File: config.mk
export PLATFORM = sky130hd
export DESIGN_NAME = adc_trim_register_bank
export DESIGN_NICKNAME = d
export VERILOG_FILES = /design/src/adc_trim_pkg.sv /design/src/adc_trim_register_bank.sv /design/src/fuse_default_loader.sv
export SDC_FILE = /design/constraint.sdc
export NUM_CORES = 1
export LEC_CHECK = 0
export BUFFER_PORTS_ARGS = -buffer_cell sky130_fd_sc_hd__buf_2
export CAP_MARGIN = 15
export CORE_ASPECT_RATIO = 1.75
export CORE_MARGIN = 3
export CORE_UTILIZATION = 55
export DETAILED_ROUTE_END_ITERATION = 6
export PLACE_DENSITY = 0.79
export SYNTH_ARGS = -nofsm -noshare
export SYNTH_HDL_FRONTEND = slang
export SYNTH_SLANG_ARGS = --single-unit
File: constraint.sdc
create_clock -name clk_sys -period 16.2 [get_ports clk_sys]
set_input_delay 1.62 -clock clk_sys [delete_from_list [all_inputs] [get_ports clk_sys]]
set_output_delay 1.62 -clock clk_sys [all_outputs]
set_load 0.005 [all_outputs]
File: src/adc_trim_pkg.sv
package adc_trim_pkg;

  typedef logic [15:0] trim_word_t;
  typedef logic [11:0] offset_t;
  typedef logic [4:0]  gain_t;
  typedef logic [3:0]  slot_t;
  typedef logic [9:0]  reg_index_t;

  // Register indices; the byte address on the bus is four times the index.
  localparam reg_index_t IDX_OFFSET_TRIM_CONV5    = 10'h33E;
  localparam reg_index_t IDX_FINE_GAIN_CONV0      = 10'h360;
  localparam reg_index_t IDX_FINE_GAIN_CONV1      = 10'h361;
  localparam reg_index_t IDX_FINE_GAIN_CONV2_IN_A = 10'h362;
  localparam reg_index_t IDX_FINE_GAIN_CONV2_IN_B = 10'h363;
  localparam reg_index_t IDX_FINE_GAIN_CONV3_IN_C = 10'h364;
  localparam reg_index_t IDX_FINE_GAIN_CONV3_IN_D = 10'h365;
  localparam reg_index_t IDX_FINE_GAIN_CONV4      = 10'h366;
  localparam reg_index_t IDX_FINE_GAIN_CONV5      = 10'h367;
  localparam reg_index_t IDX_TRIM_STATUS          = 10'h370;
  localparam reg_index_t IDX_TRIM_CONTROL         = 10'h371;

  // Storage slots, also the fuse word address of each default.
  localparam slot_t SLOT_OFFSET_CONV5 = 4'h0;
  localparam slot_t SLOT_GAIN_CONV0   = 4'h1;
  localparam slot_t SLOT_GAIN_CONV1   = 4'h2;
  localparam slot_t SLOT_GAIN_CONV2_A = 4'h3;
  localparam slot_t SLOT_GAIN_CONV2_B = 4'h4;
  localparam slot_t SLOT_GAIN_CONV3_C = 4'h5;
  localparam slot_t SLOT_GAIN_CONV3_D = 4'h6;
  localparam slot_t SLOT_GAIN_CONV4   = 4'h7;
  localparam slot_t SLOT_GAIN_CONV5   = 4'h8;
  localparam slot_t SLOT_LAST         = 4'h8;
  localparam slot_t SLOT_NONE         = 4'hF;
  localparam int    NUM_SLOTS         = 9;

  // Field layout and reset values.
  localparam int         OFFSET_FIELD_MSB  = 11;
  localparam int         GAIN_FIELD_MSB    = 4;
  localparam trim_word_t OFFSET_REG_MASK   = 16'hFFFF;
  localparam trim_word_t GAIN_REG_MASK     = 16'h00FF;
  localparam trim_word_t TRIM_RESET_VALUE  = 16'h0000;
  localparam int         STATUS_DONE_BIT   = 0;
  localparam int         STATUS_BUSY_BIT   = 1;
  localparam int         CTRL_RELOAD_BIT   = 0;

  // Fuse array read access time and its cycle count at the system clock.
  localparam int CLK_PERIOD_PS     = 5000;
  localparam int FUSE_ACCESS_NS    = 10;
  localparam int FUSE_READ_CYCLES  = (FUSE_ACCESS_NS * 1000 + CLK_PERIOD_PS - 1) / CLK_PERIOD_PS;

  typedef enum logic [1:0] {
    LOAD_IDLE,
    LOAD_ISSUE,
    LOAD_WAIT
  } load_state_t;

endpackage

File: src/adc_trim_register_bank.sv
// Overview of operation
// - Bits 11 to 0 of the converter-5 offset trim register drive the converter-5 offset output.
// - Converters 0 and 1 take their 5-bit fine gain from bits 4 to 0 of their own registers.
// - Converter 2 uses the input-A gain while sampling input A and the input-B gain otherwise.
// - Converter 3 uses the input-C gain while sampling input C and the input-D gain otherwise.
// - Converters 4 and 5 take their 5-bit fine gain from bits 4 to 0 of their own registers.
// - All trim defaults are loaded from the fuse array after reset and on a reload request.
//
// Our own choice: register access over Wishbone.
module adc_trim_register_bank
  import adc_trim_pkg::*;
(
  input  wire logic                     clk_sys,
  input  wire logic                     rst,
  input  wire logic                     wbCyc,
  input  wire logic                     wbStb,
  input  wire logic                     wbWe,
  input  wire logic [11:0]              wbAdr,
  input  wire logic [3:0]               wbSel,
  input  wire logic [31:0]              wbDatIn,
  output logic [31:0]                   wbDatOut,
  output logic                          wbAck,
  input  wire logic                     sampleSelConv2,
  input  wire logic                     sampleSelConv3,
  input  wire adc_trim_pkg::trim_word_t fuseData,
  output logic                          fuseRd,
  output adc_trim_pkg::slot_t           fuseAddr,
  output adc_trim_pkg::offset_t         offsetConv5,
  output adc_trim_pkg::gain_t           gainConv0,
  output adc_trim_pkg::gain_t           gainConv1,
  output adc_trim_pkg::gain_t           gainConv2,
  output adc_trim_pkg::gain_t           gainConv3,
  output adc_trim_pkg::gain_t           gainConv4,
  output adc_trim_pkg::gain_t           gainConv5
);
  import adc_trim_pkg::*;

  trim_word_t trimReg [NUM_SLOTS];
  logic       loadStart;
  logic       loadDone;
  logic       loadValid;
  slot_t      loadSlot;
  trim_word_t loadData;
  logic       loadBusy;
  logic       accept;
  logic       reloadWrite;
  reg_index_t busIdx;
  slot_t      busSlot;
  logic [31:0] readWord;

  function automatic slot_t slotOf(input reg_index_t idx);
    case (idx)
      IDX_OFFSET_TRIM_CONV5:    slotOf = SLOT_OFFSET_CONV5;
      IDX_FINE_GAIN_CONV0:      slotOf = SLOT_GAIN_CONV0;
      IDX_FINE_GAIN_CONV1:      slotOf = SLOT_GAIN_CONV1;
      IDX_FINE_GAIN_CONV2_IN_A: slotOf = SLOT_GAIN_CONV2_A;
      IDX_FINE_GAIN_CONV2_IN_B: slotOf = SLOT_GAIN_CONV2_B;
      IDX_FINE_GAIN_CONV3_IN_C: slotOf = SLOT_GAIN_CONV3_C;
      IDX_FINE_GAIN_CONV3_IN_D: slotOf = SLOT_GAIN_CONV3_D;
      IDX_FINE_GAIN_CONV4:      slotOf = SLOT_GAIN_CONV4;
      IDX_FINE_GAIN_CONV5:      slotOf = SLOT_GAIN_CONV5;
      default:                  slotOf = SLOT_NONE;
    endcase
  endfunction

  function automatic trim_word_t slotMask(input slot_t slot);
    slotMask = (slot == SLOT_OFFSET_CONV5) ? OFFSET_REG_MASK : GAIN_REG_MASK;
  endfunction

  function automatic trim_word_t mergeBytes(input trim_word_t old, input logic [15:0] data,
                                            input logic [1:0] sel);
    mergeBytes = {sel[1] ? data[15:8] : old[15:8], sel[0] ? data[7:0] : old[7:0]};
  endfunction

  assign busIdx      = wbAdr[11:2];
  assign busSlot     = slotOf(busIdx);
  // Bus requests wait while fuse defaults are being loaded so a load never races a write.
  assign accept      = wbCyc & wbStb & ~wbAck & loadDone;
  assign reloadWrite = accept & wbWe & (busIdx == IDX_TRIM_CONTROL) & wbSel[0]
                       & wbDatIn[CTRL_RELOAD_BIT];

  fuse_default_loader loader (
    .clk_sys   (clk_sys),
    .rst       (rst),
    .loadStart (loadStart),
    .fuseData  (fuseData),
    .fuseRd    (fuseRd),
    .fuseAddr  (fuseAddr),
    .loadValid (loadValid),
    .loadSlot  (loadSlot),
    .loadData  (loadData),
    .loadBusy  (loadBusy)
  );

  // A load starts in the first cycle after reset and again on each reload write.
  always_ff @(posedge clk_sys or posedge rst) begin
    if (rst) begin
      loadStart <= 1'b1;
    end else begin
      loadStart <= reloadWrite;
    end
  end

  always_ff @(posedge clk_sys or posedge rst) begin
    if (rst) begin
      loadDone <= 1'b0;
    end else if (loadStart) begin
      loadDone <= 1'b0;
    end else if (loadValid && loadSlot == SLOT_LAST) begin
      loadDone <= 1'b1;
    end
  end

  // Gain registers clear bits 15 to 8; other reserved bits are kept as written.
  always_ff @(posedge clk_sys or posedge rst) begin
    if (rst) begin
      for (int i = 0; i < NUM_SLOTS; i++) begin
        trimReg[i] <= TRIM_RESET_VALUE;
      end
    end else begin
      for (int i = 0; i < NUM_SLOTS; i++) begin
        if (loadValid && loadSlot == 4'(i)) begin
          trimReg[i] <= loadData & slotMask(4'(i));
        end else if (accept && wbWe && busSlot == 4'(i)) begin
          trimReg[i] <= mergeBytes(trimReg[i], wbDatIn[15:0], wbSel[1:0]) & slotMask(4'(i));
        end
      end
    end
  end

  always_comb begin
    readWord = 32'h0000_0000;
    if (busSlot != SLOT_NONE) begin
      readWord = {16'h0000, trimReg[busSlot]};
    end else if (busIdx == IDX_TRIM_STATUS) begin
      readWord[STATUS_DONE_BIT] = loadDone;
      readWord[STATUS_BUSY_BIT] = loadBusy;
    end
  end

  // Unmapped addresses are acknowledged, read as zero and ignore writes.
  always_ff @(posedge clk_sys or posedge rst) begin
    if (rst) begin
      wbAck    <= 1'b0;
      wbDatOut <= 32'h0000_0000;
    end else begin
      wbAck <= accept;
      if (accept && !wbWe) begin
        wbDatOut <= readWord;
      end
    end
  end

  // Trim outputs are registered; the input selects come from the same clock domain.
  always_ff @(posedge clk_sys or posedge rst) begin
    if (rst) begin
      offsetConv5 <= 12'h000;
      gainConv0   <= 5'h00;
      gainConv1   <= 5'h00;
      gainConv2   <= 5'h00;
      gainConv3   <= 5'h00;
      gainConv4   <= 5'h00;
      gainConv5   <= 5'h00;
    end else begin
      offsetConv5 <= trimReg[SLOT_OFFSET_CONV5][OFFSET_FIELD_MSB:0];
      gainConv0   <= trimReg[SLOT_GAIN_CONV0][GAIN_FIELD_MSB:0];
      gainConv1   <= trimReg[SLOT_GAIN_CONV1][GAIN_FIELD_MSB:0];
      gainConv2   <= sampleSelConv2 ? trimReg[SLOT_GAIN_CONV2_B][GAIN_FIELD_MSB:0]
                                    : trimReg[SLOT_GAIN_CONV2_A][GAIN_FIELD_MSB:0];
      gainConv3   <= sampleSelConv3 ? trimReg[SLOT_GAIN_CONV3_D][GAIN_FIELD_MSB:0]
                                    : trimReg[SLOT_GAIN_CONV3_C][GAIN_FIELD_MSB:0];
      gainConv4   <= trimReg[SLOT_GAIN_CONV4][GAIN_FIELD_MSB:0];
      gainConv5   <= trimReg[SLOT_GAIN_CONV5][GAIN_FIELD_MSB:0];
    end
  end
endmodule

File: src/fuse_default_loader.sv
module fuse_default_loader
  import adc_trim_pkg::*;
(
  input  wire logic                     clk_sys,
  input  wire logic                     rst,
  input  wire logic                     loadStart,
  input  wire adc_trim_pkg::trim_word_t fuseData,
  output logic                          fuseRd,
  output adc_trim_pkg::slot_t           fuseAddr,
  output logic                          loadValid,
  output adc_trim_pkg::slot_t           loadSlot,
  output adc_trim_pkg::trim_word_t      loadData,
  output logic                          loadBusy
);
  import adc_trim_pkg::*;

  load_state_t state;
  logic [3:0]  waitCount;

  // The fuse array is slow, so each word is read once and held by the bank.
  always_ff @(posedge clk_sys or posedge rst) begin
    if (rst) begin
      state     <= LOAD_IDLE;
      waitCount <= 4'h0;
      fuseRd    <= 1'b0;
      fuseAddr  <= 4'h0;
      loadValid <= 1'b0;
      loadSlot  <= 4'h0;
      loadData  <= TRIM_RESET_VALUE;
      loadBusy  <= 1'b0;
    end else begin
      fuseRd    <= 1'b0;
      loadValid <= 1'b0;
      case (state)
        LOAD_IDLE: begin
          if (loadStart) begin
            fuseAddr <= SLOT_OFFSET_CONV5;
            loadBusy <= 1'b1;
            state    <= LOAD_ISSUE;
          end
        end
        LOAD_ISSUE: begin
          fuseRd    <= 1'b1;
          waitCount <= 4'(FUSE_READ_CYCLES);
          state     <= LOAD_WAIT;
        end
        LOAD_WAIT: begin
          if (waitCount == 4'h1) begin
            loadValid <= 1'b1;
            loadSlot  <= fuseAddr;
            loadData  <= fuseData;
            if (fuseAddr == SLOT_LAST) begin
              loadBusy <= 1'b0;
              state    <= LOAD_IDLE;
            end else begin
              fuseAddr <= fuseAddr + 4'h1;
              state    <= LOAD_ISSUE;
            end
          end else begin
            waitCount <= waitCount - 4'h1;
          end
        end
        default: begin
          state <= LOAD_IDLE;
        end
      endcase
    end
  end

endmodule
# Word level (Yosys, flattened, before mapping)
# Index checks and enable logic that the tools add are counted.
totals:
  regBits: 254
  inputBits: 71
  out_inout_bits: 80
classes:
  add_sub_neg: 2
  n_lt_le_gt_ge: 1
  eq_ne: 37
  muxes: 48
  bitwise: 9
  reduce_logical: 61
op_table:
  columns: ["cell", "n"]
  rows:
  - ["two-way mux 16 bit", 20]
  - ["equality test 10 bit (second input constant)", 11]
  - ["binary-select mux 16 bit (select 4 bit)", 1]
  - ["nonzero test 2 bit", 22]
  - ["one-hot mux 4 bit (9 select lines)", 1]
  - ["equality test 4 x 3 -> 1 bit (second input constant)", 8]
  - ["AND reduction 2 bit", 13]
  - ["logical AND 1 bit", 20]
  - ["equality test 4 x 2 -> 1 bit (second input constant)", 4]
  - ["two-way mux 4 bit", 4]
  - ["two-way mux 8 bit", 2]
  - ["one-hot mux 4 bit (2 select lines)", 2]
  - ["two-way mux 14 bit", 1]
  - ["equality test 4 x 1 -> 1 bit (second input constant)", 3]
  - ["equality test 4 bit (second input constant)", 3]
  - ["two-way mux 5 bit", 2]
  - ["two-way mux 1 bit", 9]
  - ["logical NOT 4 bit", 2]
  - ["two-way mux 2 bit", 4]
  - ["AND reduction 4 bit", 2]
  - ["AND 1 bit", 7]
  - ["inequality test 2 bit (second input constant)", 3]
  - ["one-hot mux 2 bit (3 select lines)", 1]
  - ["greater-or-equal comparator 5 bit (second input constant)", 1]
  - ["other kinds (11)", 12]

# Logic depth before layout (Yosys ltp)
# Gate-level depths: netlist of the first run.
logic_depth:
  depth_word: 7
  mapped_depth: 9

# Hierarchy
# From an unflattened synthesis of the first run, not the netlist that was laid out.
unflattened:
  cells_unflattened: 729
  area_unflattened_um2: 8674.6
by_module_without_submodules:
  columns: ["mod", "instances", "cells_each", "area_each_um2", "seq_area_each_um2"]
  rows:
  - ["adc_trim_register_bank", 1, 615, 7128.1, 3529.6]
  - ["fuse_default_loader", 1, 114, 1546.5, 825.8]

# Worst setup path before layout of the first run
# Ideal clock, no wire load.
synth_path:
  kind: "input to register"
  startpoint: "input wbAdr[5]"
  endpoint: "register trimReg[112] (netlist bit)"
  t_arrival_ns: 3.337
  required_time_ns: 16.075
  path_slack_ns: 12.738
  cell_stages: 6
  cell_sequence: "or3b_1 > buf_2 > nor4_4 > nand2_1 > o21ai_4 > mux2_2"
synth_between:
  elab_chain_cells: 6
synth_rtl:
  columns: ["element", "line", "source"]
  rows:
  - ["start, declared", "adc_trim_register_bank.sv:18", "input wire logic [11:0] wbAdr,"]
  - ["equality test 10 bit", "adc_trim_register_bank.sv:52", "case (idx)"]
  - ["one-hot mux 4 bit (9 select lines) (*)", "adc_trim_register_bank.sv:52", null]
  - ["equality test 4 x 1 -> 1 bit (*)", "adc_trim_register_bank.sv:124", "end else if (accept && wbWe && busSlot == 4'(i)) begin"]
  - ["logical AND 1 bit (*)", "adc_trim_register_bank.sv:124", null]
  - ["nonzero test 2 bit (no source line) (*)", null, null]
  - ["AND reduction 2 bit (no source line) (*)", null, null]
  - ["end signal, assigned by index", "adc_trim_register_bank.sv:123", "trimReg[i] <= loadData & slotMask(4'(i));"]
  - ["end signal, assigned by index", "adc_trim_register_bank.sv:125", "trimReg[i] <= mergeBytes(trimReg[i], wbDatIn[15:0], wbSel[1:0]) & slotMask(4'(i));"]
  - ["end, declared", "adc_trim_register_bank.sv:38", "trim_word_t trimReg [NUM_SLOTS];"]
# Every way passes the cells marked *; elsewhere a longest branch is shown, timed or not.
# A chain may end at the register's enable or synchronous reset.

# Final worst setup path of the first run
layout_path:
  startpoint: "input wbAdr[9]"
  endpoint: "register trimReg[114] (netlist bit)"
# Same word-level chain as after synthesis.

==> results of run 1 <==
## final cells by class
cell class	count	area (µm²)	area share
multi-input combinational	539	3734	0.3867
sequential	174	4355	0.4511
clock inverter	15	222.7	0.02307
tap	183	229.0	0.02372
clock buffer	17	425.4	0.04406
timing repair buffer	123	638.1	0.06610
inverter	12	50.05	0.005184
## where the power goes
part / internal, mW / switching (mW)
combinational: 0.0139 / 0.0282
sequential: 0.436 / 0.000713
clock: 0.251 / 0.192
total: 0.701 / 0.221
## synthesized netlist by cell type (2+ instances only)
cell	n
a311oi_1	2
clkbuf_1	33
mux2_2	98
ha_1	4
nor3_1	2
nand3_1	13
a211oi_1	7
o211ai_1	3
a31oi_4	2
buf_4	17
dfrtp_1	173
nand3b_1	4
nand2_1	133
mux2i_1	45
nor2_1	24
a21oi_1	14
and2_1	7
o21ai_2	2
xor2_1	4
nor3b_1	6
nor2b_1	4
or3b_2	3
nand4_1	9
or3_1	7
o22ai_1	9
o21ai_0	56
nor4_1	3
o41ai_1	7
a31oi_1	11
inv_1	11
and3b_1	3
buf_1	14
buf_2	6
and3_1	2
nand4b_1	4
nand2b_1	5
o21bai_1	6
## worst paths after layout
path                       cells after the start                             end                            start  slack [ps]
hold reg to reg                                0          gainConv1[4]$_DFF_PP0_         trimReg[100]$_DFFE_PP0P_         410
min in group asynchronous                      2          gainConv5[4]$_DFF_PP0_                              rst        1330
setup reg to reg                               7  loader.loadData[3]$_DFFE_PP0P_  loader.waitCount[1]$_DFFE_PP0P_       13540
hold / removal                                 0          gainConv1[4]$_DFF_PP0_         trimReg[100]$_DFFE_PP0P_         410
max in group asynchronous                      3  loader.loadSlot[2]$_DFFE_PP0P_                              rst       13330
setup / recovery                               6        trimReg[114]$_DFFE_PP0P_                         wbAdr[9]       12450
## flip-flops by register name, summed over array words and instances (netlist names)
register,flops
gainConv0,5
gainConv1,5
gainConv2,5
gainConv3,5
gainConv4,5
gainConv5,5
loadDone,1
loadStart,1
loader.fuseAddr,4
loader.fuseRd,1
loader.loadBusy,1
loader.loadData,16
loader.loadSlot,4
loader.loadValid,1
loader.state,2
loader.waitCount,4
offsetConv5,12
trimReg,80
wbAck,1
wbDatOut,16
## cell usage in the layout, fill, tap and decap left out, types with 6 or more instances in the layout
cell type  count
a211oi_1       7
a21oi_1       14
a31oi_1       11
and2_1         7
buf_2        114
buf_4          9
clkbuf_16     17
conb_1        16
dfrtp_1      173
inv_1         10
mux2_2        98
mux2i_1       45
nand2_1      133
nand3_1       13
nand4_1        9
nor2_1        24
nor3b_1        6
o21ai_0       56
o21bai_1       6
o22ai_1        9
o41ai_1        7
or3_1          7
## per-stage QoR
| stage | hold WS (ps) | power, mW | std cells | instance area (µm²) | worst slack [ps] |
|---|---|---|---|---|---|
| 2_1_floorplan | 364.1 | 0.4731 | 795 | 8468 | 9865 |
| 3_3_place_gp | 379.4 | 0.4854 | 1031 | 9006 | 12060 |
| 3_5_place_dp | 389.8 | 0.4864 | 1031 | 9006 | 12000 |
| 4_1_cts | 412.5 | 0.9265 | 1063 | 9654 | 12470 |
| 5_1_grt | 420.0 | 0.9497 | 1063 | 9654 | 12360 |
| 6_report | 408.2 | 0.9212 | 1063 | 9654 | 12450 |
## routing by layer
| layer | vias up | global-route usage |
|---|---|---|
| met5 | - | 0 |
| met4 | 0 | 0.1992 |
| met3 | 80 | 0.04731 |
| met2 | 270 | 0.4655 |
| met1 | 3106 | 0.3140 |
| li1 | 2905 | - |
## kinds of logic (layout without fill, tap and decap cells)
kind of cell / after synthesis / after routing
DFF: 174 / 174
xor gates and xnor gates: 5 / 5
and+or+nand+nor: 238 / 238
muxes: 143 / 143
other: 1 / 16
AOI/OAI and AO/OA: 133 / 133
adders and majority gates: 4 / 4
buffers and inverters: 82 / 167
==> results.yml, run 1 <==
route:
  wl_met1_um: 8023
  firstDrtPassIters: 7
  dr_total_vias: 6361
  via_per_inst: 5.984
  drc_errors: 4
  top_layer: "met4"
  drtAntennaViolNets: 0
  routedWlPerCell_um: 20.86
  drt_wl_total_um: 22170
  drt_iter0_markers: 587
  dr_wl_met2_um: 11400
  met3WireLength_um: 1132
global_route:
  grt_max_degree: 93
  grt_pass1_wl_um: 35420
  first_global_vias: 6492
  track_usage: 0.2766
  antenna_found_initial: 0
  overflow: 0
timing:
  rsz0062_at_grt: "no"
  fin_crit_ps: 3746
  slew_violations: 0
  setup_viol: 0
  relSlewSlack: 0.2565
  period_share: 0.2312
  worstMarginPinSlew_ps: 1110
  setup_tns_ps: 0
  clock_skew_ps: 13.59
  fmax_mhz: 267.0
  hold_viol: 0
synthesis:
  synth_top_cell_by_area: "dfrtp_1"
  yosys-top-cells-area: "dfrtp_1 51%, mux2_2 13%, nand2_1 5.9%"
  synthFlopType: "dfrtp_1"
  avgSynthCellArea_um2: 10.78
  yosys.area_share.adder: 0.005950
  muxShareOfSynthArea: 0.1847
  synthArstFlopShare: 1.000
  synth-seq-cells: 174
  yosys.area_share.simple: 0.1360
  synth.yosys.seq_area_share: 0.5178
  synth_compound_area_frac: 0.1049
  yosysWarnings: 0
  synth-edff-count: 0
  synth_top_family_by_area: "multiplexers"
  synth_cells: 780
  synthXorXnorAreaFrac: 0.005206
  synthDistinctLibCells: 64
  syn_area_um2: 8412
  synth_top_area_frac: 0.5147
clock_network:
  cts_htree_levels: 4
  hold_buffers: 0
  cts_buffers: 17
  numClockSinks: 174
  post_cts_buffers: 0
  path_clk_slew_ps: 70
  cts_root_buf: "clkbuf_16"
  cts_tree: "yes"
  cts_resized: 0
  max-clock-path-buffers: 2
  clk_latency_ps: 440
cells_and_area:
  fillCellCount: 1203
  finish.utilization: 0.6474
  drive_gt1_frac: 0.3057
  diodes: 0
  layout-area-overhead-vs-synth_pct: 14.77
  fin_nets: 942
min_path:
  hp-class: "flip-flop to flip-flop"
place:
  gp_congestion: 0.9594
  dp_hpwl_um: 15720
  port_buffers: 114
critical_path:
  path_class: "input pin to flip-flop"
  cp_max_fo: 14
  slowest_delay_ps: 780
  cp_top_family: "simple AND/OR/NAND/NOR gates"
  cp_data_arrival_time_ps: 4060
  cp.required_ps: 16520
  path_cells: "buf_2, nand4b_1, nor4_4, nand2_1, o21ai_4, mux2_2"
  worst_setup_path_end_kind: "flip-flop"
  slowest_stage: "nor4_4"
  critical_path_buf_inv_count: 1
  critPathLaunchType: "input pin"
power_and_ir_drop:
  peakVddDrop_mv: 0.07354
  pwr_density_cell_nw_per_um2: 95.42
  leakage_nw: 4.657
outcome:
  status: "complete, but fails checks"
  violations: "design-rule violations"
die:
  initial_core_util: 0.5641
  die_w_um: 99.49
  fp.dieH_um: 169.6
  io_pins: 151
  rows: 59
  coreArea_um2: 14910
  dieArea_um2: 16870
run:
  maxCapViolCount: 0
Power figures use the tool's default switching activity.
==> inputs of run 2 (changes only) <==
==> constraint.sdc (replaced) <==
create_clock -name clk_sys -period 3.9 [get_ports clk_sys]
set_input_delay 0.39 -clock clk_sys [delete_from_list [all_inputs] [get_ports clk_sys]]
set_output_delay 0.39 -clock clk_sys [all_outputs]
set_load 0.005 [all_outputs]
==> run 2 against run 1 <==
Against the previous run: the run now ends clean; first-iteration DRC count down 34%; sequential cell count is the same; combinational power grew to 4.2 times the previous value; clock power rose to 3.7 times the previous value; routed wire length is 0.65% lower; core utilization is 0.25 points lower; die area did not move; clock-buffer cell count grew 1; sequential share of layout area increased by 0.18 points; hold slack got worse by 270 ps; global-route usage fell by 0.50 points; clock skew is essentially flat; largest power group is now sequential cells.
==> results.yml, run 2 (synthesis results as in run 1) <==
run:
  maxCapViolCount: 0
global_route:
  overflow: 0
  track_usage: 0.2717
  first_global_vias: 6505
  grt_pass1_wl_um: 34980
  grt_max_degree: 175
  antenna_found_initial: 0
die:
  die_w_um: 99.49
  io_pins: 151
  rows: 59
  initial_core_util: 0.5641
  coreArea_um2: 14910
  fp.dieH_um: 169.6
  dieArea_um2: 16870
route:
  drtAntennaViolNets: 0
  via_per_inst: 6.006
  drt_wl_total_um: 22030
  firstDrtPassIters: 5
  drc_errors: 0
  drt_iter0_markers: 388
  routedWlPerCell_um: 20.66
  dr_total_vias: 6402
power_and_ir_drop:
  p_sw_frac: 0.2493
  total_power_mw: 3.649
  pwr-share-seq: 0.497
  p_int_mw: 2.739
  pwr_density_cell_nw_per_um2: 379.5
  power_frac_comb: 0.048
  p_switching_mw: 0.9099
  leakage_nw: 4.642
  clkPwrFrac: 0.455
  peakVddDrop_mv: 0.2774
critical_path:
  cp_max_fo: 9
  r2r-start: "loader.loadSlot[3]$_DFFE_PP0P_"
  slowest_delay_ps: 740
  cp.required_ps: 4210
  path_cells: "or3b_2, nor3_2, buf_4, mux2i_1, o21ai_0"
  critical_path_buf_inv_count: 1
  worstRegToRegCells: 5
  rr_endpoint: "trimReg[131]$_DFFE_PP0P_"
  slowest_stage: "nor3_2"
  cp_data_arrival_time_ps: 2740
  path_class: "flip-flop to flip-flop"
  cp_num_cells: 5
  r2r_slack_ps: 1470
  worst_setup_path_end_kind: "flip-flop"
  cp_top_family: "simple AND/OR/NAND/NOR gates"
  critPathLaunchType: "flip-flop"
min_path:
  hold_path_depth: 3
  min-delay-start: "fuseData[9]"
  hp-class: "input pin to flip-flop"
  whs_endpoint: "loader.loadData[9]$_DFFE_PP0P_"
clock_network:
  post_cts_buffers: 0
  cts_resized: 0
  cts_buffers: 17
  cts_tree: "yes"
  clk_latency_ps: 430
  cts_htree_levels: 4
  cts_root_buf: "clkbuf_16"
  path_clk_slew_ps: 80
  numClockSinks: 174
  max-clock-path-buffers: 2
  hold_buffers: 0
cells_and_area:
  fin_nets: 945
  drive_gt1_frac: 0.3080
  instances_no_fill: 1066
  regMostFlops: "trimReg"
  layout_common_cells: "173 x dfrtp_1, 133 x nand2_1, 114 x buf_2"
  diodes: 0
  register_area_um2: 4355
  multi_input_area_um2: 3734
  layout-area-overhead-vs-synth_pct: 14.32
  reg_top3: "trimReg (80), loader.loadData (16), wbDatOut (16)"
  layout_commonest_cell: "dfrtp_1"
  largest_reg_flops: 80
  fillCellCount: 1207
  fin_area_um2: 9617
place:
  port_buffers: 114
  post_dp_cell_area_um2: 9032
  dp_hpwl_um: 15630
  dp.cells: 1033
  gp_congestion: 0.9480
timing:
  period_share: 0.6240
  rsz0062_at_grt: "no"
  setup_viol: 0
  fmax_mhz: 410.9
  hold_viol: 0
  setup_tns_ps: 0
  clock_skew_ps: 14.04
  fin_crit_ps: 2434
  relSlewSlack: 0.3436
  worstMarginPinSlew_ps: 984.5
  slew_violations: 0
  whs_ps: 142.2
outcome:
  status: "completed"
[run 2: changes by cell type in the layout (fill, tap and decap cells not counted), sizes merged]
| cell | previous run | this run |
|---|---|---|
| buf | 123 | 126 |
| bufinv | 3 | 0 |
| inv | 17 | 20 |
| clkinv | 7 | 5 |
| clkbuf | 17 | 18 |
| clkinvlp | 0 | 1 |
[run 2: how the worst max path moves through the flow]
stage	slack, ps	endpoint	startpoint
final	1470	trimReg[131]$_DFFE_PP0P_	loader.loadSlot[3]$_DFFE_PP0P_
after global routing	1320	trimReg[129]$_DFFE_PP0P_	loader.loadSlot[3]$_DFFE_PP0P_
after CTS	1430	trimReg[54]$_DFFE_PP0P_	wbAdr[5]
after detailed placement	980	trimReg[48]$_DFFE_PP0P_	wbAdr[5]
after global placement	1030	trimReg[55]$_DFFE_PP0P_	wbAdr[5]
after floorplan	1290	gainConv0[0]$_DFF_PP0_	rst
[run 2: per-stage QoR]
stage / util / setup WS (ps)
after CTS: 0.6444 / 1426
final: 0.6449 / 1466
after global routing: 0.6449 / 1319
after floorplan: - / 1286
after detailed placement: 0.6057 / 979.3
after global placement: 0.6057 / 1030
[run 2: tightest hold or removal path, cell delays in order]
cell and delay (ps):
buf_2 70, nand2_1 40, nand2_1 50
[run 2: area by class of cell]
| type | count | share of cell area |
|---|---|---|
| Inverter | 12 | 0.005074 |
| Sequential cell | 174 | 0.4529 |
| Tap cell | 183 | 0.02381 |
| Multi-Input combinational cell | 539 | 0.3882 |
| Timing Repair Buffer | 126 | 0.07000 |
| Clock inverter | 14 | 0.01431 |
| Clock buffer | 18 | 0.04567 |
[run 2: per-layer routing]
| metal | global-route usage | share of wire | vias to the layer above |
|---|---|---|---|
| li1 | - | - | 2903 |
| met1 | 0.3062 | 0.36 | 3135 |
| met2 | 0.4772 | 0.52 | 289 |
| met3 | 0.04319 | 0.058 | 75 |
| met4 | 0.1641 | 0.063 | 0 |
| met5 | 0 | 0 | - |
[run 2: power by group through the flow]
stage	registers [mW]	logic, mW	clock network (mW)
2_1_floorplan	1.85	0.118	0
3_3_place_gp	1.85	0.171	0
3_5_place_dp	1.85	0.175	0
4_1_cts	1.81	0.176	1.68
5_1_grt	1.81	0.194	1.76
6_report	1.81	0.177	1.66
